### src/acpsc_pkg.sv
package acpsc_pkg;

   // -----------------------------------------------------------------
   // clocking and timing
   // -----------------------------------------------------------------
   localparam int FOSC_KHZ = 25000;  // system clock rate
   localparam int RC_MAX_KHZ = 500;  // dedicated rc clock ceiling
   // round the divide up so the rc rate never passes its ceiling
   localparam int RC_DIV_CLKS = (FOSC_KHZ + RC_MAX_KHZ - 1) / RC_MAX_KHZ;
   localparam int INSTR_CLKS = 4;    // one instruction cycle = fosc / 4
   localparam int CONV_TADS = 11;    // one hold step plus ten bit trials

   // -----------------------------------------------------------------
   // register indices (byte address is four times the index)
   // -----------------------------------------------------------------
   localparam logic [7:0] IDX_RESULT_HIGH = 8'h1e;
   localparam logic [7:0] IDX_CTRL = 8'h1f;
   localparam logic [7:0] IDX_RESULT_LOW = 8'h9e;
   localparam logic [7:0] IDX_ANALOG_SEL = 8'h9f;

   // -----------------------------------------------------------------
   // field positions and reset values
   // -----------------------------------------------------------------
   localparam int SEL_CS_LSB = 4;   // conv_clock_select in bits 6:4
   localparam int SEL_PIN_LSB = 0;  // analog_pin_select in bits 3:0
   localparam logic [7:0] ANALOG_SEL_RESET = 8'h0f;
   localparam logic [7:0] CTRL_RESET = 8'h00;

   // conversion clock select codes
   localparam logic [2:0] CS_DIV2 = 3'h0;
   localparam logic [2:0] CS_DIV8 = 3'h1;
   localparam logic [2:0] CS_DIV32 = 3'h2;
   localparam logic [2:0] CS_DIV4 = 3'h4;
   localparam logic [2:0] CS_DIV16 = 3'h5;
   localparam logic [2:0] CS_DIV64 = 3'h6;
   localparam logic [1:0] CS_RC_LOW = 2'h3;  // x11 picks the rc clock

   // control register layout, bit 7 down to bit 0
   typedef struct packed {
      logic right_just;   // result format, 1 = right justified
      logic irq_enable;   // converter interrupt enable
      logic [1:0] unused; // reads zero
      logic [1:0] channel; // input channel select
      logic go_done;      // start / busy
      logic converter_on; // converter enable
   } acpsc_ctrl_t;

   // captured ahb address phase
   typedef struct packed {
      logic valid;
      logic write;
      logic [11:0] addr;
   } acpsc_ahb_req_t;

   // byte address of a register index
   function automatic logic [11:0] acpsc_word_addr(input logic [7:0] idx);
      return {2'h0, idx, 2'h0};
   endfunction

   // true when the select field picks the dedicated rc clock
   function automatic logic acpsc_is_rc(input logic [2:0] cs);
      return (cs[1:0] == CS_RC_LOW);
   endfunction

endpackage

### src/acpsc_top.sv
`timescale 1ns/1ps
// Operation
// select field picks divided oscillator or rc
// pin select bit one makes pin analog
// analog pin disables pull-up and change interrupt
// host waits acquisition time before starting
// only rc clock converts through sleep
// rc clock delays start one instruction
// completion clears go and loads result
// completion in sleep with interrupt wakes
// completion in sleep without interrupt powers down
// sleep on other clock aborts and powers down
// reset clears control, keeps result registers
// select register resets to all pins analog
// divider restarts when a conversion begins
module acpsc_top
   import acpsc_pkg::*;
(
   input wire logic I_REF_CLK,
   input wire logic I_SYS_RST,
   // ahb-lite slave
   input wire logic I_HSEL,
   input wire logic [31:0] I_HADDR,
   input wire logic [1:0] I_HTRANS,
   input wire logic I_HWRITE,
   input wire logic [2:0] I_HSIZE,
   input wire logic [31:0] I_HWDATA,
   input wire logic I_HREADY,
   output logic [31:0] O_HRDATA,
   output logic O_HREADYOUT,
   output logic O_HRESP,
   // processor core
   input wire logic I_SLEEP,      // core is in sleep
   output logic O_WAKE,           // wake request pulse
   output logic O_CONV_DONE,      // conversion complete pulse
   // analog front end
   input wire logic I_CMP,        // comparator: input above trial level
   output logic [9:0] O_DAC_CODE, // trial level for the comparator
   output logic O_CONV_POWER,     // converter powered
   output logic O_HOLD,           // hold capacitor disconnected
   output logic [1:0] O_CHANNEL,  // selected input channel
   // pin control
   output logic [3:0] O_ANALOG_EN,
   output logic [3:0] O_PULLUP_DIS,
   output logic [3:0] O_IOC_DIS
);

   // -----------------------------------------------------------------
   // declarations
   // -----------------------------------------------------------------
   typedef enum logic [1:0] {ST_IDLE, ST_DELAY, ST_CONV} acpsc_state_t;

   acpsc_state_t state_reg, state_next;
   acpsc_ctrl_t ctrl_reg;          // control register
   logic [7:0] sel_reg;            // analog select register
   logic [7:0] res_hi_reg;         // result_high, never reset
   logic [7:0] res_lo_reg;         // result_low, never reset
   acpsc_ahb_req_t req_reg;        // pending data phase
   logic pwr_down_reg;             // converter forced off by sleep
   logic [1:0] dly_cnt_reg;        // instruction-cycle delay count
   logic [9:0] sar_reg;            // successive approximation result
   logic [3:0] bit_reg;            // bit under trial
   logic hold_reg;                 // first tad of the conversion taken
   logic done_reg;                 // completion pulse
   logic wake_reg;                 // wake pulse
   logic [31:0] rdata_reg;         // read data

   logic addr_phase;               // transfer taken this cycle
   logic wr_ctrl, wr_sel;          // data phase writes
   logic [7:0] wdata;              // low byte of write data
   acpsc_ctrl_t wctrl;             // write data seen as control
   logic [2:0] clk_sel;            // conv_clock_select field
   logic [3:0] pin_sel;            // analog_pin_select field
   logic rc_sel;                   // rc clock selected
   logic tad_tick;                 // conversion clock enable
   logic start_req;                // software asks for a conversion
   logic abort_req;                // conversion must stop now
   logic sleep_off;                // sleep kills the converter
   logic conv_last;                // final bit decided this tick
   logic finish;                   // conversion completes this cycle
   logic [9:0] trial_bit;          // one-hot of bit under trial
   logic [9:0] sar_final;          // result including the last decision
   logic [7:0] fmt_hi, fmt_lo;     // justified result bytes
   logic [7:0] rd_byte;            // selected read byte

   // -----------------------------------------------------------------
   // ahb-lite decode
   // -----------------------------------------------------------------
   assign addr_phase = I_HSEL && I_HTRANS[1] && I_HREADY;
   assign wdata = I_HWDATA[7:0];
   assign wctrl = acpsc_ctrl_t'(wdata);
   assign wr_ctrl = req_reg.valid && req_reg.write
                    && (req_reg.addr == acpsc_word_addr(IDX_CTRL));
   assign wr_sel = req_reg.valid && req_reg.write
                   && (req_reg.addr == acpsc_word_addr(IDX_ANALOG_SEL));
   // the slave never stretches a transfer and never errors
   assign O_HREADYOUT = 1'b1;
   assign O_HRESP = 1'b0;
   assign O_HRDATA = rdata_reg;

   // read mux from the address phase; unmapped words read zero
   assign rd_byte =
      (I_HADDR[11:0] == acpsc_word_addr(IDX_CTRL)) ? 8'(ctrl_reg) :
      (I_HADDR[11:0] == acpsc_word_addr(IDX_ANALOG_SEL)) ? sel_reg :
      (I_HADDR[11:0] == acpsc_word_addr(IDX_RESULT_HIGH)) ? res_hi_reg :
      (I_HADDR[11:0] == acpsc_word_addr(IDX_RESULT_LOW)) ? res_lo_reg :
      8'h00;

   // capture the address phase and the read word
   always_ff @(posedge I_REF_CLK)
   begin
      if (I_SYS_RST)
      begin
         req_reg <= '0;
         rdata_reg <= 32'h0000_0000;
      end
      else if (I_HREADY)
      begin
         req_reg.valid <= addr_phase;
         req_reg.write <= I_HWRITE;
         req_reg.addr <= I_HADDR[11:0];
         // a read right behind a write to the same word sees old data
         rdata_reg <= (addr_phase && !I_HWRITE) ? {24'h00_0000, rd_byte}
                                                : 32'h0000_0000;
      end
   end

   // -----------------------------------------------------------------
   // analog select register and pin control
   // -----------------------------------------------------------------
   assign clk_sel = sel_reg[SEL_CS_LSB +: 3];
   assign pin_sel = sel_reg[SEL_PIN_LSB +: 4];
   assign rc_sel = acpsc_is_rc(clk_sel);

   // top bit is not stored, so it always reads zero
   always_ff @(posedge I_REF_CLK)
   begin
      if (I_SYS_RST)
         sel_reg <= ANALOG_SEL_RESET;
      else if (wr_sel)
         sel_reg <= {1'b0, wdata[6:0]};
   end

   assign O_ANALOG_EN = pin_sel;
   // digital input buffers stay quiet on analog pins
   assign O_PULLUP_DIS = pin_sel;
   assign O_IOC_DIS = pin_sel;

   // -----------------------------------------------------------------
   // conversion clock
   // -----------------------------------------------------------------
   acpsc_clkdiv acpsc_clkdiv_i (
      .i_clk(I_REF_CLK),
      .i_rst(I_SYS_RST),
      .i_restart(state_reg != ST_CONV),
      .i_select(clk_sel),
      .o_tick(tad_tick)
   );

   // -----------------------------------------------------------------
   // start, abort and sleep decisions
   // -----------------------------------------------------------------
   // converter cannot run off the oscillator through sleep
   assign sleep_off = I_SLEEP && !rc_sel;
   assign start_req = wr_ctrl && wctrl.go_done && wctrl.converter_on
                      && !pwr_down_reg && !sleep_off
                      && (state_reg == ST_IDLE);
   // software clearing go or the enable also stops a conversion
   assign abort_req = sleep_off
                      || (wr_ctrl && !(wctrl.go_done && wctrl.converter_on));

   assign trial_bit = 10'h001 << bit_reg;
   assign conv_last = tad_tick && hold_reg && (bit_reg == 4'h0);
   assign finish = (state_reg == ST_CONV) && conv_last && !abort_req;
   assign sar_final = I_CMP ? (sar_reg | trial_bit) : sar_reg;

   // next state of the sequencer
   always_comb
   begin
      state_next = state_reg;
      unique case (state_reg)
         ST_IDLE:
            if (start_req)
               state_next = rc_sel ? ST_DELAY : ST_CONV;
         ST_DELAY:
            if (abort_req)
               state_next = ST_IDLE;
            else if (dly_cnt_reg == 2'(INSTR_CLKS - 1))
               state_next = ST_CONV;
         ST_CONV:
            if (abort_req || finish)
               state_next = ST_IDLE;
      endcase
   end

   always_ff @(posedge I_REF_CLK)
   begin
      if (I_SYS_RST)
         state_reg <= ST_IDLE;
      else
         state_reg <= state_next;
   end

   // instruction-cycle delay so a following sleep runs first
   always_ff @(posedge I_REF_CLK)
   begin
      if (I_SYS_RST || state_reg != ST_DELAY)
         dly_cnt_reg <= 2'h0;
      else
         dly_cnt_reg <= dly_cnt_reg + 2'h1;
   end

   // -----------------------------------------------------------------
   // successive approximation
   // -----------------------------------------------------------------
   // first tad holds the sample; ten more decide one bit each
   always_ff @(posedge I_REF_CLK)
   begin
      if (I_SYS_RST || state_reg != ST_CONV)
      begin
         sar_reg <= 10'h000;
         bit_reg <= 4'(CONV_TADS - 2);
         hold_reg <= 1'b0;
      end
      else if (tad_tick)
      begin
         hold_reg <= 1'b1;
         if (hold_reg)
         begin
            sar_reg <= sar_final;
            bit_reg <= bit_reg - 4'h1;
         end
      end
   end

   assign O_DAC_CODE = (state_reg == ST_CONV && hold_reg)
                       ? (sar_reg | trial_bit) : 10'h000;
   assign O_HOLD = (state_reg == ST_CONV);

   // -----------------------------------------------------------------
   // result registers: no reset, they survive a device reset
   // -----------------------------------------------------------------
   assign fmt_hi = ctrl_reg.right_just ? {6'h00, sar_final[9:8]}
                                       : sar_final[9:2];
   assign fmt_lo = ctrl_reg.right_just ? sar_final[7:0]
                                       : {sar_final[1:0], 6'h00};

   always_ff @(posedge I_REF_CLK)
   begin
      if (finish)
      begin
         res_hi_reg <= fmt_hi;
         res_lo_reg <= fmt_lo;
      end
   end

   // -----------------------------------------------------------------
   // control register
   // -----------------------------------------------------------------
   // go reads as busy; hardware clears it at the end or on abort
   always_ff @(posedge I_REF_CLK)
   begin
      if (I_SYS_RST)
         ctrl_reg <= acpsc_ctrl_t'(CTRL_RESET);
      else
      begin
         if (wr_ctrl)
         begin
            ctrl_reg.right_just <= wctrl.right_just;
            ctrl_reg.irq_enable <= wctrl.irq_enable;
            ctrl_reg.channel <= wctrl.channel;
            ctrl_reg.converter_on <= wctrl.converter_on;
         end
         ctrl_reg.unused <= 2'h0;
         // sleep never touches converter_on, only the power gate
         ctrl_reg.go_done <= (state_next != ST_IDLE);
      end
   end

   // -----------------------------------------------------------------
   // sleep power gate and wake
   // -----------------------------------------------------------------
   // forced off until the core leaves sleep
   always_ff @(posedge I_REF_CLK)
   begin
      if (I_SYS_RST || !I_SLEEP)
         pwr_down_reg <= 1'b0;
      else if (sleep_off)
         pwr_down_reg <= 1'b1;
      else if (finish && !ctrl_reg.irq_enable)
         pwr_down_reg <= 1'b1;
   end

   always_ff @(posedge I_REF_CLK)
   begin
      if (I_SYS_RST)
      begin
         done_reg <= 1'b0;
         wake_reg <= 1'b0;
      end
      else
      begin
         done_reg <= finish;
         wake_reg <= finish && I_SLEEP && ctrl_reg.irq_enable;
      end
   end

   assign O_CONV_DONE = done_reg;
   assign O_WAKE = wake_reg;
   assign O_CONV_POWER = ctrl_reg.converter_on && !pwr_down_reg;
   assign O_CHANNEL = ctrl_reg.channel;

endmodule // acpsc_top

### src/acpsc_clkdiv.sv
`timescale 1ns/1ps
module acpsc_clkdiv
   import acpsc_pkg::*;
(
   input wire logic i_clk,
   input wire logic i_rst,
   input wire logic i_restart,      // realigns the divider
   input wire logic [2:0] i_select, // conv_clock_select
   output logic o_tick              // one-cycle conversion clock enable
);

   // -----------------------------------------------------------------
   // divider state
   // -----------------------------------------------------------------
   logic [5:0] osc_cnt_reg; // oscillator divider, held at zero during i_restart
   logic [5:0] rc_cnt_reg;  // rc clock period counter
   logic [5:0] tap_mask;    // low bits that must all be one
   logic rc_sel;
   logic rc_wrap;
   logic tick_next;

   // pick the divider tap from the select code
   function automatic logic [5:0] tap_of(input logic [2:0] cs);
      unique case (cs)
         CS_DIV2: return 6'h01;
         CS_DIV4: return 6'h03;
         CS_DIV8: return 6'h07;
         CS_DIV16: return 6'h0f;
         CS_DIV32: return 6'h1f;
         CS_DIV64: return 6'h3f;
         default: return 6'h3f; // rc codes do not use the tap
      endcase
   endfunction

   assign rc_sel = acpsc_is_rc(i_select);
   assign tap_mask = tap_of(i_select);
   assign rc_wrap = (rc_cnt_reg == 6'(RC_DIV_CLKS - 1));
   assign tick_next = rc_sel ? rc_wrap
                             : ((osc_cnt_reg & tap_mask) == tap_mask);

   // -----------------------------------------------------------------
   // counters: restart at a conversion start so the first tad is whole
   // -----------------------------------------------------------------
   always_ff @(posedge i_clk)
   begin
      if (i_rst || i_restart)
      begin
         osc_cnt_reg <= 6'h00;
         rc_cnt_reg <= 6'h00;
         o_tick <= 1'b0;
      end
      else
      begin
         osc_cnt_reg <= osc_cnt_reg + 6'h01;
         rc_cnt_reg <= rc_wrap ? 6'h00 : rc_cnt_reg + 6'h01;
         o_tick <= tick_next;
      end
   end

endmodule // acpsc_clkdiv

### config.mk
export PLATFORM = sky130hd
export DESIGN_NAME = acpsc_top
export DESIGN_NICKNAME = d
export VERILOG_FILES = /design/src/acpsc_pkg.sv /design/src/acpsc_top.sv /design/src/acpsc_clkdiv.sv
export SDC_FILE = /design/constraint.sdc
export NUM_CORES = 1
export LEC_CHECK = 0
export BUFFER_PORTS_ARGS = -buffer_cell sky130_fd_sc_hd__clkbuf_2
export CAP_MARGIN = 20
export CELL_PAD_IN_SITES_DETAIL_PLACEMENT = 0
export CELL_PAD_IN_SITES_GLOBAL_PLACEMENT = 1
export CORE_MARGIN = 5
export CORE_UTILIZATION = 30
export CTS_BUF_LIST = sky130_fd_sc_hd__clkbuf_4 sky130_fd_sc_hd__clkbuf_8 sky130_fd_sc_hd__clkbuf_16
export CTS_CLUSTER_SIZE = 12
export DETAILED_ROUTE_END_ITERATION = 6
export HOLD_SLACK_MARGIN = 0.15
export PLACE_DENSITY = 0.74
export SETUP_SLACK_MARGIN = 0.1
export SLEW_MARGIN = 20
export SYNTH_ARGS = -nofsm -noshare
export SYNTH_HDL_FRONTEND = slang
export SYNTH_SLANG_ARGS = --single-unit
### constraint.sdc
create_clock -name I_REF_CLK -period 2.66 [get_ports I_REF_CLK]
set_clock_uncertainty 0.15 [all_clocks]
set_input_delay 0.532 -clock I_REF_CLK [delete_from_list [all_inputs] [get_ports I_REF_CLK]]
set_output_delay 0.532 -clock I_REF_CLK [all_outputs]
set_load 0.1 [all_outputs]
# [After elaboration in Yosys (flattened, before gate mapping)]
# Index checks and enable logic that the tools add are counted.
[totals] register_bits=112 inputBits=76 word_cells=113
[op_classes] n_addsub=4 eq_ne=18 shift=1 n_mux=19 bitwise_logic=2 reduce_logical=43
[ops] op="8-bit two-way mux" count=6
[ops] op="12-bit by 10-bit equality test with 1-bit output, second input constant" count=3
[ops] op="12-bit by 7-bit equality test with 1-bit output, second input constant" count=3
[ops] op="6-bit case mux with 5 select lines" count=1
[ops] op="1-bit logical AND" count=23
[ops] op="10-bit two-way mux" count=2
[ops] op="6-bit by 1-bit adder with 6-bit output, second input constant" count=2
[ops] op="2-bit two-way mux" count=6
[ops] op="10-bit OR" count=1
[ops] op="1-bit by 4-bit left shift with 10-bit output, first input constant" count=1
[ops] op="1-bit zero test" count=8
[ops] op="6-bit bitwise AND" count=1
[ops] op="2-bit equality test, second input constant" count=3
[ops] op="3-bit equality test, second input constant" count=2
[ops] op="6-bit equality test" count=1
[ops] op="6-bit equality test, second input constant" count=1
[ops] op="2-bit case mux with 3 select lines" count=1
[ops] op="1-bit logical OR" count=5
[ops] op="4-bit zero test" count=1
[ops] op="2-bit nonzero test" count=2
[ops] op="4-bit by 1-bit subtractor with 4-bit output, second input constant" count=1
[ops] op="3-bit by 1-bit equality test with 1-bit output, second input constant" count=1
[ops] op="3-bit by 2-bit equality test with 1-bit output, second input constant" count=1
[ops] op="3-bit zero test" count=1
[ops] op="8 further kinds" count=10

# [Depth between registers and ports, before layout]
# Gate-level depths: netlist of run 1.
[depth] depth_word=10 mapped_depth=7 mapped_depth_nobuf=7

# [Cells and area by module]
# Synthesis of run 1 repeated with hierarchy kept, for this count alone.
[unflattened] cells_unflattened=446 hier_area_um2=4191.5
[by_module_without_submodules] module="acpsc_top" n_inst=1 cells_each=387 area_each_um2=3617.2
[by_module_without_submodules] module="acpsc_clkdiv" n_inst=1 cells_each=59 area_each_um2=574.3

# [Least setup slack after synthesis of run 1]
# OpenSTA, ideal clock, no wires.
[synth_timing] path_type="register -> output" start="register state_reg[0]" end="output port O_DAC_CODE[0]" arrival_ps=2977 t_required_ps=1978 path_slack_ps=-999 stages_incl_launch_ff=5 path_buffers=0 path_cell_list="dfxtp_1 -> inv_1 -> ha_1 -> nand2_1 -> nor2_1"
[synth_between] elab_chain_cells=3
[synth_lines] item="start, declared" line="acpsc_top.sv:53" source="acpsc_state_t state_reg, state_next;"
[synth_lines] item="start signal, assigned" line="acpsc_top.sv:201" source="state_reg <= state_next;"
[synth_lines] item="2-bit equality test"
[synth_lines] item="via O_HOLD" line="acpsc_top.sv:40" source="output logic O_HOLD,"
[synth_lines] item="1-bit logical AND" line="acpsc_top.sv:236" source="assign O_DAC_CODE = (state_reg == ST_CONV && hold_reg)"
[synth_lines] item="10-bit two-way mux" line="acpsc_top.sv:237" source="? (sar_reg | trial_bit) : 10'h000;"
[synth_lines] item="end, declared" line="acpsc_top.sv:38" source="output logic [9:0] O_DAC_CODE,"
# The timed path passes the listed nets, and every way through them passes these cells.

# [Worst setup path in the final report of run 1]
[layout_timing] start="register bit_reg[2]" end="output port O_DAC_CODE[7]"
[layout_between] elab_chain_cells=3
[layout_lines] item="start, declared" line="acpsc_top.sv:62" source="logic [3:0] bit_reg;"
[layout_lines] item="start signal, assigned" line="acpsc_top.sv:222" source="bit_reg <= 4'(CONV_TADS - 2);"
[layout_lines] item="start signal, assigned" line="acpsc_top.sv:231" source="bit_reg <= bit_reg - 4'h1;"
[layout_lines] item="1-bit by 4-bit left shift with 10-bit output" line="acpsc_top.sv:172" source="assign trial_bit = 10'h001 << bit_reg;"
[layout_lines] item="10-bit OR" line="acpsc_top.sv:237"
[layout_lines] item="10-bit two-way mux" line="acpsc_top.sv:237"
# No other way between the ends.

==> key figures, run 1 <==
Setup path
  – R2R Path Start: bit_reg[0]
  – Data required, critical path: 1.98 ns
  – CP max FO: 7
  – WP data arrival: 1.78 ns
  – R2r worst-path depth: 9
  – Capturing point of the worst reg2reg path: pwr_down_reg
  – CP cell instances: nor2b_1 > a21oi_1 > nor2_4 > buf_4
  – Startpoint types: flip-flop
  – Reg2Reg Setup Slack: 0.49 ns
  – Worst Setup End Kind: primary output
  – Crit-path slowest cell: dfxtp_1
  – CP Class: flip-flop to primary output
  – Max incr delay on CP: 0.49 ns

Place
  – Placed Instances: 656
  – # port buffers: 63
  – Area after DPL: 4613 µm²
  – Gpl congestion: 0.7970
  – Detailed Place HPWL: 7.099 mm

STA
  – Unrepaired setup endpoints after global routing: true
  – Post-route setup TNS: 0 ns
  – Setup violators final: 0
  – Max transition margin: 52.89%
  – Final min period: 2.463 ns
  – Max Slew Vio Count: 0
  – Fmax: 406.0 MHz
  – Worst hold-check slack: 0.2860 ns
  – Fin crit share: 92.59%
  – Slew @ Worst Pin: 0.7066 ns
  – Final Hold Fails: 0

Synthesis
  – Mux share of post-synthesis cell area: 7.307%
  – Post-Synth Simple-Gate Area: 21.56%
  – Synth Flop Type: dfxtp_1
  – #FFs+latches synth: 86
  – Post-synthesis adder-cell area fraction: 3.623%
  – Syn Inst Count: 435
  – Asr flop ratio synth: 0%
  – Largest family of logic cells by synthesized area: simple AND/OR/NAND/NOR gates
  – Synth Area per Inst: 9.526 µm²
  – Post-synthesis sequential area ratio: 45.41%
  – XOR/XNOR Fraction of Synth Area: 2.114%
  – Yosys warning count: 0
  – Compound-Gate Fraction of Synth Area: 11.26%
  – Unique cell type count in the Yosys netlist: 49
  – Post-synth EDFFs: 16
  – Mapped cell area: 4144 µm²

Drt
  – Routed length on met1: 4.313 mm
  – Pre-antenna DRT Iters: 4
  – DRT Wirelength: 9.358 mm
  – Highest metal used: met4
  – # DRC: 0
  – Via Count: 3083
  – Metal2 WL: 4.358 mm
  – Drt wl/cell: 13.90 µm
  – Final ANT Viol Nets: 0
  – DR WL met3: 507 µm
  – DR vias/cell: 4.581
  – Initial DRC count: 180

Global route
  – Pin count of the biggest net entering global routing: 22
  – GRT Overall Usage: 11.59%
  – First-pass GRT wire length: 15.02 mm
  – Vias in the first global route: 3019
  – Global route overflow: 0
  – Initial antenna violation count: 0

CTS
  – CTS Buf Count: 9
  – CTS sink count: 86
  – Root Driver: clkbuf_16
  – Clock Tree Buf Depth: 2
  – Reg clk slew, reported paths: 0.06 ns
  – Max H-tree Level: 3
  – Hold Buf Count CTS: 0
  – TritonCTS clock tree: done
  – Clock Latency Late Sink: 0.34 ns

Power
  – PwrDens: 586.3 nW/µm²
  – Worst vdd ir: 336.0 µV
  – Leak pwr: 1.892 nW

Job
  – Max-cap violations: 0

Floorplan
  – Die height: 127.5 µm
  – Core Area: 13720 µm²
  – Rows: 43
  – Full die area: 16260 µm²
  – Die X: 127.5 µm
  – I/O Pins: 138
  – Initial core utilization: 30.21%

Worst hold path
  – Hold Path Stages: 1
  – Hold EP: dly_cnt_reg[0]
  – Hold/Removal Path Class: flip-flop to flip-flop
  – Hold_sp: dly_cnt_reg[0]

Final layout
  – Layout cell share with drive strength beyond 1: 22.31%
  – Fin area: 4955 µm²
  – Max reg flops: 14
  – Area grow syn2layout: 19.57%
  – Post-route non-filler standard cell count: 673
  – Antenna fix cells: 0
  – Final Net Count: 576

Run status
  – Outcome: completed
## cell usage in the layout (no fill, tap or decap), types with 15 or more instances in the layout
cell / n
a21oi_1: 35
buf_4: 15
clkbuf_2: 53
conb_1: 26
dfxtp_1: 70
edfxtp_1: 16
mux2i_1: 28
nand2_1: 18
nor2_1: 58
nor2b_1: 20
## synthesized netlist by cell type (6+ instances only)
cell      instances  share of area [%]
nand2b_1          6               0.91
nor2_1           69                6.3
clkbuf_1         13                1.2
ha_1             12                3.6
inv_1             7               0.63
a21oi_1          36                4.3
and3_1            6               0.91
nand2_1          19                1.7
buf_4            36                6.5
o21ai_0          13                1.6
nand3_1          11                1.3
nor2b_1          20                3.0
mux2i_1          28                6.8
xor2_1            6                1.3
edfxtp_1         16                 12
a211o_1           6                1.3
dfxtp_1          70                 34
## worst max path at each step
stage                 startpoint            end  slack, ns
detailed placement   I_HADDR[11]    O_HRDATA[5]       0.24
global route          bit_reg[2]  O_DAC_CODE[5]        0.1
CTS                   bit_reg[0]  O_DAC_CODE[0]       0.08
finish                bit_reg[2]  O_DAC_CODE[7]       0.20
global placement     I_HADDR[11]    O_HRDATA[5]       0.24
floorplan           state_reg[0]  O_DAC_CODE[0]       0.26
## layer usage
metal  global-route usage (%)  vias up
met5                        0        -
met1                    14.77     1441
met4                    3.407        0
li1                         -     1559
met2                    18.83       71
met3                    3.637       12
## per-stage QoR
step           util, %  setup WS (ns)  total power, W
2_1_floorplan        -         0.2600        0.001628
3_3_place_gp     33.63         0.2435        0.001638
3_5_place_dp     33.63         0.2361        0.001641
4_1_cts          35.96        0.08283        0.002924
5_1_grt          36.11        0.09864        0.002999
6_report         36.11         0.1970        0.002905
## cell type report
class / instances / area (µm²)
clock buffer: 13 / 290.3
clock inverter: 3 / 22.52
fill: 1406 / 8765
inverter: 7 / 26.28
multi-input combinational: 315 / 2111
sequential: 86 / 1882
tap: 180 / 225.2
timing repair buffer: 69 / 397.9
## critical path: cells and delay by family (launching register included)
| kind | cells | cell delay [ns] |
|---|---|---|
| AND/OR/NAND/NOR | 2 | 0.49 |
| buffers and inverters | 1 | 0.29 |
| flip-flops | 1 | 0.49 |
| AO/OA/AOI/OAI | 1 | 0.18 |
## report_power, final
| part | internal, W | switching, W | total (W) |
|---|---|---|---|
| clock | 0.000772 | 0.000521 | 0.00129 |
| sequential | 0.00133 | 0.0000127 | 0.00135 |
| combinational | 0.0000483 | 0.000217 | 0.000265 |
## cells by family after synthesis
| group | after synthesis |
|---|---|
| xor+xnor | 10 |
| compound gates | 75 |
| simple gates | 163 |
| buf+inv | 58 |
| flops | 86 |
| mux | 29 |
| other cells | 2 |
| fa+ha+maj | 12 |
## repair_timing
action | 4_1_cts | 5_1_grt
endpoints found under the setup margin | 2 | 3
endpoints found under the hold margin | 0 | 0
pin swaps | 0 | 0
buffers inserted | 0 | 1
gates resized for setup | 2 | 5
Power figures use the tool's default switching activity.
==> run 2, diff against run 1 <==
- ABC_AREA: unset -> 1
- SKIP_CTS_REPAIR_TIMING: unset -> 1
==> run 2 against run 1 <==
Register-to-register slack better by 0.21 ns. Sequential power hardly changed. Non-clock buffer count is 2 lower. Global-route usage is 0.82 points higher. Die area is 3.7% higher. Wire length is 8.6% higher. Clock power is 4% lower. Via count is 15% higher. Power is 1.8% lower. Final cell count is 18% higher. First-iteration DRC count is 1.1% lower. Critical path type unchanged. Largest cell class unchanged. Highest routed layer unchanged.
==> key figures, run 2 <==
Run status
  – Outcome: completed

Global route
  – Global route overflow: 0 (unchanged)
  – Pin count of the biggest net entering global routing: 24 (+9.1%)
  – Initial antenna violation count: 0 (unchanged)
  – First-pass GRT wire length: 16.62 mm (+11%)
  – GRT Overall Usage: 12.40% (+0.82 points)
  – Vias in the first global route: 3393 (+12%)

Synthesis
  – Compound-Gate Fraction of Synth Area: 13.61% (+2.4 points)
  – Asr flop ratio synth: 0% (unchanged)
  – Synth Area per Inst: 7.780 µm² (-18%)
  – Mux share of post-synthesis cell area: 0% (-7.3 points)
  – Post-synthesis sequential area ratio: 43.66% (-1.8 points)
  – XOR/XNOR Fraction of Synth Area: 0.4064% (-1.7 points)
  – Post-synth top cells: inv_1 (74), nand2_1 (71), dfxtp_1 (70), nor2_1 (70), a21oi_1 (42)
  – Most common cell in the netlist: inv_1
  – Synth top area share: 32.51% (-1.3 points)
  – Yosys warning count: 0 (unchanged)
  – Largest cells by area after synthesis: dfxtp_1 (33%), edfxtp_1 (11%), buf_4 (6.6%)
  – #FFs+latches synth: 86 (unchanged)
  – Synth Flop Type: dfxtp_1
  – Post-synth EDFFs: 16 (unchanged)
  – Largest family of logic cells by synthesized area: simple AND/OR/NAND/NOR gates
  – Mapped cell area: 4310 µm² (+4.0%)
  – Post-synthesis adder-cell area fraction: 3.483% (-0.14 points)
  – Unique cell type count in the Yosys netlist: 31 (-37%)
  – Syn Inst Count: 554 (+27%)
  – Synth area leader: dfxtp_1
  – Post-Synth Simple-Gate Area: 23.77% (+2.2 points)

Floorplan
  – Core Area: 13990 µm² (+2.0%)
  – Die X: 129.9 µm (+1.8%)
  – Full die area: 16860 µm² (+3.7%)
  – Rows: 43 (unchanged)
  – Die height: 129.9 µm (+1.8%)
  – I/O Pins: 138 (unchanged)
  – Initial core utilization: 30.81% (+0.61 points)

CTS
  – CTS sink count: 86 (unchanged)
  – TritonCTS clock tree: done
  – Reg clk slew, reported paths: 0.06 ns (about the same)
  – CTS Buf Count: 9 (unchanged)
  – Root Driver: clkbuf_16
  – Clock Tree Buf Depth: 2 (unchanged)
  – Max H-tree Level: 3 (unchanged)
  – Clock Latency Late Sink: 0.34 ns (about the same)

Final layout
  – Footprint of the multi-input gates: 2009 µm² (-4.8%)
  – Final Net Count: 694 (+20%)
  – Antenna fix cells: 0 (unchanged)
  – Area taken by flip-flops and latches: 1882 µm² (unchanged)
  – Layout cell share with drive strength beyond 1: 19.64% (-2.7 points)
  – Most frequent cells in the layout: inv_1 (74), dfxtp_1 (70), nand2_1 (70), nor2_1 (70), clkbuf_2 (53)
  – Area grow syn2layout: 20.81%
  – Fillers: 1455 (+3.5%)
  – Max reg flops: 14 (unchanged)
  – Most common cell after layout, fill and taps aside: inv_1

Drt
  – DRT Wirelength: 10.16 mm (+8.6%)
  – Pre-antenna DRT Iters: 4 (unchanged)
  – # DRC: 0 (unchanged)
  – Via Count: 3553 (+15%)
  – Final ANT Viol Nets: 0 (unchanged)
  – DR vias/cell: 4.492 (-1.9%)
  – Drt wl/cell: 12.85 µm (-7.6%)
  – Initial DRC count: 178 (-1.1%)

STA
  – Fin crit share: 87.94% (-4.7 points)
  – Unrepaired setup endpoints after global routing: false
  – Slew @ Worst Pin: 0.5473 ns (-0.1593 ns)
  – Setup violators final: 0 (unchanged)
  – Max Slew Vio Count: 0 (unchanged)
  – Final min period: 2.339 ns (-0.1239 ns)
  – Fmax: 427.5 MHz (+5.3%)
  – Post-route setup TNS: 0 ns (unchanged)
  – Worst hold-check slack: 0.2676 ns (-0.01845 ns)
  – Final Hold Fails: 0 (unchanged)
  – Max transition margin: 63.67% (+11 points)

Setup path
  – Worst path top cell family by delay: flip-flops
  – Max incr delay on CP: 0.34 ns (-0.15 ns)
  – WP buf/inv: 2 (+1)
  – CP cell instances: inv_1 > ha_1 > nand3_1 > a21oi_4 > buf_12
  – Startpoint types: flip-flop
  – WP data arrival: 1.66 ns (-0.12 ns)
  – Crit-path slowest cell: dfxtp_1
  – CP Class: flip-flop to primary output
  – Data required, critical path: 1.98 ns (about the same)
  – Worst Setup End Kind: primary output
  – CP max FO: 5 (-2)

Place
  – Gpl congestion: 0.8347 (+4.7%)
  – # port buffers: 63 (unchanged)
  – Detailed Place HPWL: 8.074 mm (+14%)

Job
  – Max-cap violations: 0 (unchanged)

Power
  – Worst vdd ir: 306.1 µV (-8.9%)
  – Leak pwr: 2.127 nW (+12%)
  – PwrDens: 547.8 nW/µm² (-6.6%)

Worst hold path
  – Hold/Removal Path Class: flip-flop to flip-flop
[run 2: path summary, 6_finish.rpt]
| path | start | endpoint | slack [ns] | cells after the start |
|---|---|---|---|---|
| setup / recovery | bit_reg[0] | O_DAC_CODE[4] | 0.32 | 5 |
| hold / removal | dly_cnt_reg[0] | dly_cnt_reg[0] | 0.27 | 1 |
| setup reg to reg | bit_reg[0] | res_hi_reg[1] | 0.70 | 6 |
| hold reg to reg | dly_cnt_reg[0] | dly_cnt_reg[0] | 0.27 | 1 |
[run 2: layer usage]
layer | up-vias | share of wire (%) | global-route usage, %
li1 | 1869 | - | -
met1 | 1598 | 47 | 16.66
met2 | 78 | 45 | 19.53
met3 | 8 | 6.8 | 3.561
met4 | 0 | 1.0 | 3.484
met5 | - | 0 | 0
[run 2: cell families (layout without fill, tap and decap cells)]
| kind of cell | Yosys count | count (layout) |
|---|---|---|
| AOI/OAI and AO/OA | 106 | 106 |
| DFF | 86 | 86 |
| and+or+nand+nor | 218 | 218 |
| adders and majority gates | 12 | 12 |
| other | 2 | 26 |
| buffers and inverters | 128 | 161 |
| xor gates and xnor gates | 2 | 2 |
[run 2: worst register-to-register path, stage by stage (launching register included)]
cell and delay, ns:
dfxtp_1 0.34, inv_1 0.13, ha_1 0.28, nand3_2 0.15
nor2_1 0.17, nand3_2 0.12, inv_2 0.28
[run 2: final cells by class]
cell class	instances	share of cell area (%)
clock buffer	11	5.070
clock inverter	5	0.7448
inverter	78	5.622
multi-input combinational	364	38.59
sequential	86	36.14
tap	180	4.325
timing repair buffer	67	9.515
[run 2: power by group]
| group | internal, W | switching, W |
|---|---|---|
| combinational | 0.0000358 | 0.000230 |
| clock | 0.000720 | 0.000522 |
| sequential | 0.00134 | 0.00000829 |
| total | 0.00209 | 0.000760 |
[run 2: per-stage QoR]
step                      utilization (%)  total power [W]  cells  setup WS (ns)  instance area, µm²
after floorplan                         -         0.001622    578         0.1775                4528
after global placement              35.03         0.001636    775         0.5226                4900
after detailed placement            35.03         0.001638    775         0.5016                4900
after CTS                           37.19         0.002890    791         0.1156                5202
after global routing                37.23         0.002971    791         0.2109                5207
final                               37.23         0.002853    791         0.3209                5207
==> run 3, diff against run 2 <==
- PLACE_DENSITY: 0.74 -> 0.71
- clock period: 2.66 -> 2.7 ns (I/O delays scaled with it)
==> run 3 against run 2 <==
Final cell count rose by 0.13%. Critical path depth is the same. Sequential share of layout area is 0.10 points lower. Largest power group is now the clock network. Global-route usage barely moved. Count of clock-buffer cells in the layout did not move.
==> key figures, run 3 (same netlist as run 2, synthesis figures left out) <==
CTS
  – CTS Buf Count: 9 (unchanged)
  – Clock Tree Buf Depth: 2 (unchanged)
  – Max H-tree Level: 3 (unchanged)
  – TritonCTS clock tree: done
  – Root Driver: clkbuf_16
  – Clock Latency Late Sink: 0.34 ns (about the same)
  – CTS sink count: 86 (unchanged)
  – Reg clk slew, reported paths: 0.06 ns (about the same)

Final layout
  – Fin area: 5223 µm² (+0.29%)
  – Area grow syn2layout: 21.16%
  – Layout cell share with drive strength beyond 1: 19.77% (+0.13 points)
  – Most common cell after layout, fill and taps aside: inv_1
  – Most frequent cells in the layout: inv_1 (74), dfxtp_1 (70), nand2_1 (70), nor2_1 (70), clkbuf_2 (53)
  – Final Net Count: 695 (+0.14%)
  – Max reg flops: 14 (unchanged)
  – Antenna fix cells: 0 (unchanged)

Power
  – Leak pwr: 2.143 nW (+0.74%)
  – Switching share of power: 25.11% (-1.5 points)
  – Cell Int Power: 0.002188 W (+4.6%)
  – PwrDens: 559.3 nW/µm² (+2.1%)
  – Psw: 0.0007334 W (-3.6%)
  – Sequential Power Share: 45.4% (-1.7 points)
  – Clk pwr share: 45.7% (+2.1 points)
  – Worst vdd ir: 267.9 µV (-12%)
  – Combinational group share of total power: 8.9% (-0.4 points)

Floorplan
  – Full die area: 16860 µm² (unchanged)
  – Die height: 129.9 µm (unchanged)
  – Core Area: 13990 µm² (unchanged)
  – I/O Pins: 138 (unchanged)
  – Die X: 129.9 µm (unchanged)
  – Rows: 43 (unchanged)
  – Initial core utilization: 30.81% (unchanged)

Drt
  – Pre-antenna DRT Iters: 4 (unchanged)
  – Drt wl/cell: 12.75 µm (-0.75%)
  – DRT Wirelength: 10.10 mm (-0.62%)
  – Final ANT Viol Nets: 0 (unchanged)
  – DR vias/cell: 4.509 (+0.38%)
  – Initial DRC count: 241 (+35%)
  – # DRC: 0 (unchanged)
  – Via Count: 3571 (+0.51%)

Place
  – # port buffers: 63 (unchanged)
  – Area after DPL: 4895 µm² (-0.10%)
  – Detailed Place HPWL: 8.094 mm (+0.25%)
  – Gpl congestion: 0.8062 (-3.4%)

STA
  – Fin crit share: 88.09%
  – Fmax: 420.5 MHz
  – Final min period: 2.378 ns
  – Setup violators final: 0 (unchanged)
  – Max Slew Vio Count: 0 (unchanged)
  – Post-route setup TNS: 0 ns (unchanged)
  – Unrepaired setup endpoints after global routing: false
  – Final Hold Fails: 0 (unchanged)
  – Max transition margin: 52.93% (-11 points)
  – Slew @ Worst Pin: 0.7053 ns (+0.1580 ns)

Setup path
  – R2R Path Start: bit_reg[1]
  – Data required, critical path: 2.01 ns (+0.03 ns)
  – Critical Path Start: state_reg[0]
  – CP Class: flip-flop to primary output
  – CP max FO: 10 (+5)
  – Worst Setup End Kind: primary output
  – Setup crit end: O_DAC_CODE[0]
  – Reg2Reg Setup Slack: 0.74 ns (+0.04 ns)
  – Capturing point of the worst reg2reg path: res_hi_reg[0]
  – Startpoint types: flip-flop
  – WP data arrival: 1.69 ns (+0.03 ns)
  – R2r worst-path depth: 6 (unchanged)

Job
  – Max-cap violations: 0 (unchanged)

Run status
  – Outcome: completed

Worst hold path
  – Hold/Removal Path Class: flip-flop to flip-flop

Global route
  – GRT Overall Usage: 12.45% (+0.046 points)
  – First-pass GRT wire length: 16.86 mm (+1.4%)
  – Vias in the first global route: 3462 (+2.0%)
  – Global route overflow: 0 (unchanged)
  – Initial antenna violation count: 0 (unchanged)
  – Pin count of the biggest net entering global routing: 27 (+13%)
run 3: cell types whose count changed in the layout (fill, tap and decap cells not counted):
cell	previous run	this run
buf_4	4	6
clkbuf_16	10	9
clkbuf_4	0	2
bufinv_16	0	2
clkinv_4	1	0
buf_12	10	9
clkinvlp_4	2	1
clkbuf_8	1	0
run 3: cell type report:
class / instances / area, µm²
clock buffers: 11 / 240.2
clock inverters: 5 / 82.58
fillers: 1472 / 8766
inverters: 78 / 292.8
multi-input cells: 364 / 2009
flip-flops and latches: 86 / 1882
well taps: 180 / 225.2
repair buffers: 68 / 490.5
run 3: worst min path at each step:
stage                     slack (ns)  cells past startpoint           start              to
after floorplan                 0.25                      1  dly_cnt_reg[0]  dly_cnt_reg[0]
after global placement          0.26                      1  dly_cnt_reg[0]  dly_cnt_reg[0]
after global routing            0.28                      1  dly_cnt_reg[0]  dly_cnt_reg[0]
after detailed placement        0.26                      1  dly_cnt_reg[0]  dly_cnt_reg[0]
after CTS                       0.27                      1  dly_cnt_reg[0]  dly_cnt_reg[0]
final                           0.27                      1  dly_cnt_reg[0]  dly_cnt_reg[0]
run 3: per-stage QoR:
stage          util [%]  total power, W  hold slack (ns)  cells  setup slack (ns)
2_1_floorplan         -        0.001598           0.2474    578            0.2095
3_3_place_gp      34.99        0.001612           0.2579    776            0.5078
3_5_place_dp      34.99        0.001613           0.2595    776            0.4904
4_1_cts           37.30        0.002953           0.2744    792            0.1112
5_1_grt           37.33        0.003028           0.2827    792            0.2138
6_report          37.33        0.002921           0.2708    792            0.3217
run 3: routing by layer:
| metal | GRT usage [%] | wire length, µm | vias up |
|---|---|---|---|
| li1 | - | - | 1861 |
| met1 | 16.62 | 4618 | 1613 |
| met2 | 20.08 | 4664 | 91 |
| met3 | 3.725 | 752 | 6 |
| met4 | 2.567 | 63 | 0 |
| met5 | 0 | 0 | - |
run 3: power by group through the flow:
| stage | logic, W | clock network (W) | registers [W] |
|---|---|---|---|
| after floorplan | 0.000247 | 0 | 0.00135 |
| after CTS | 0.000260 | 0.00137 | 0.00132 |
| final | 0.000261 | 0.00134 | 0.00132 |
| after global placement | 0.000259 | 0 | 0.00135 |
| after detailed placement | 0.000260 | 0 | 0.00135 |
| after global routing | 0.000279 | 0.00142 | 0.00133 |
run 3: worst max-delay path: stages (launching register included):
cell and delay (ns):
dfxtp_1 0.33, inv_1 0.17, ha_4 0.21, nand2_4 0.18
a21oi_4 0.16, buf_4 0.30
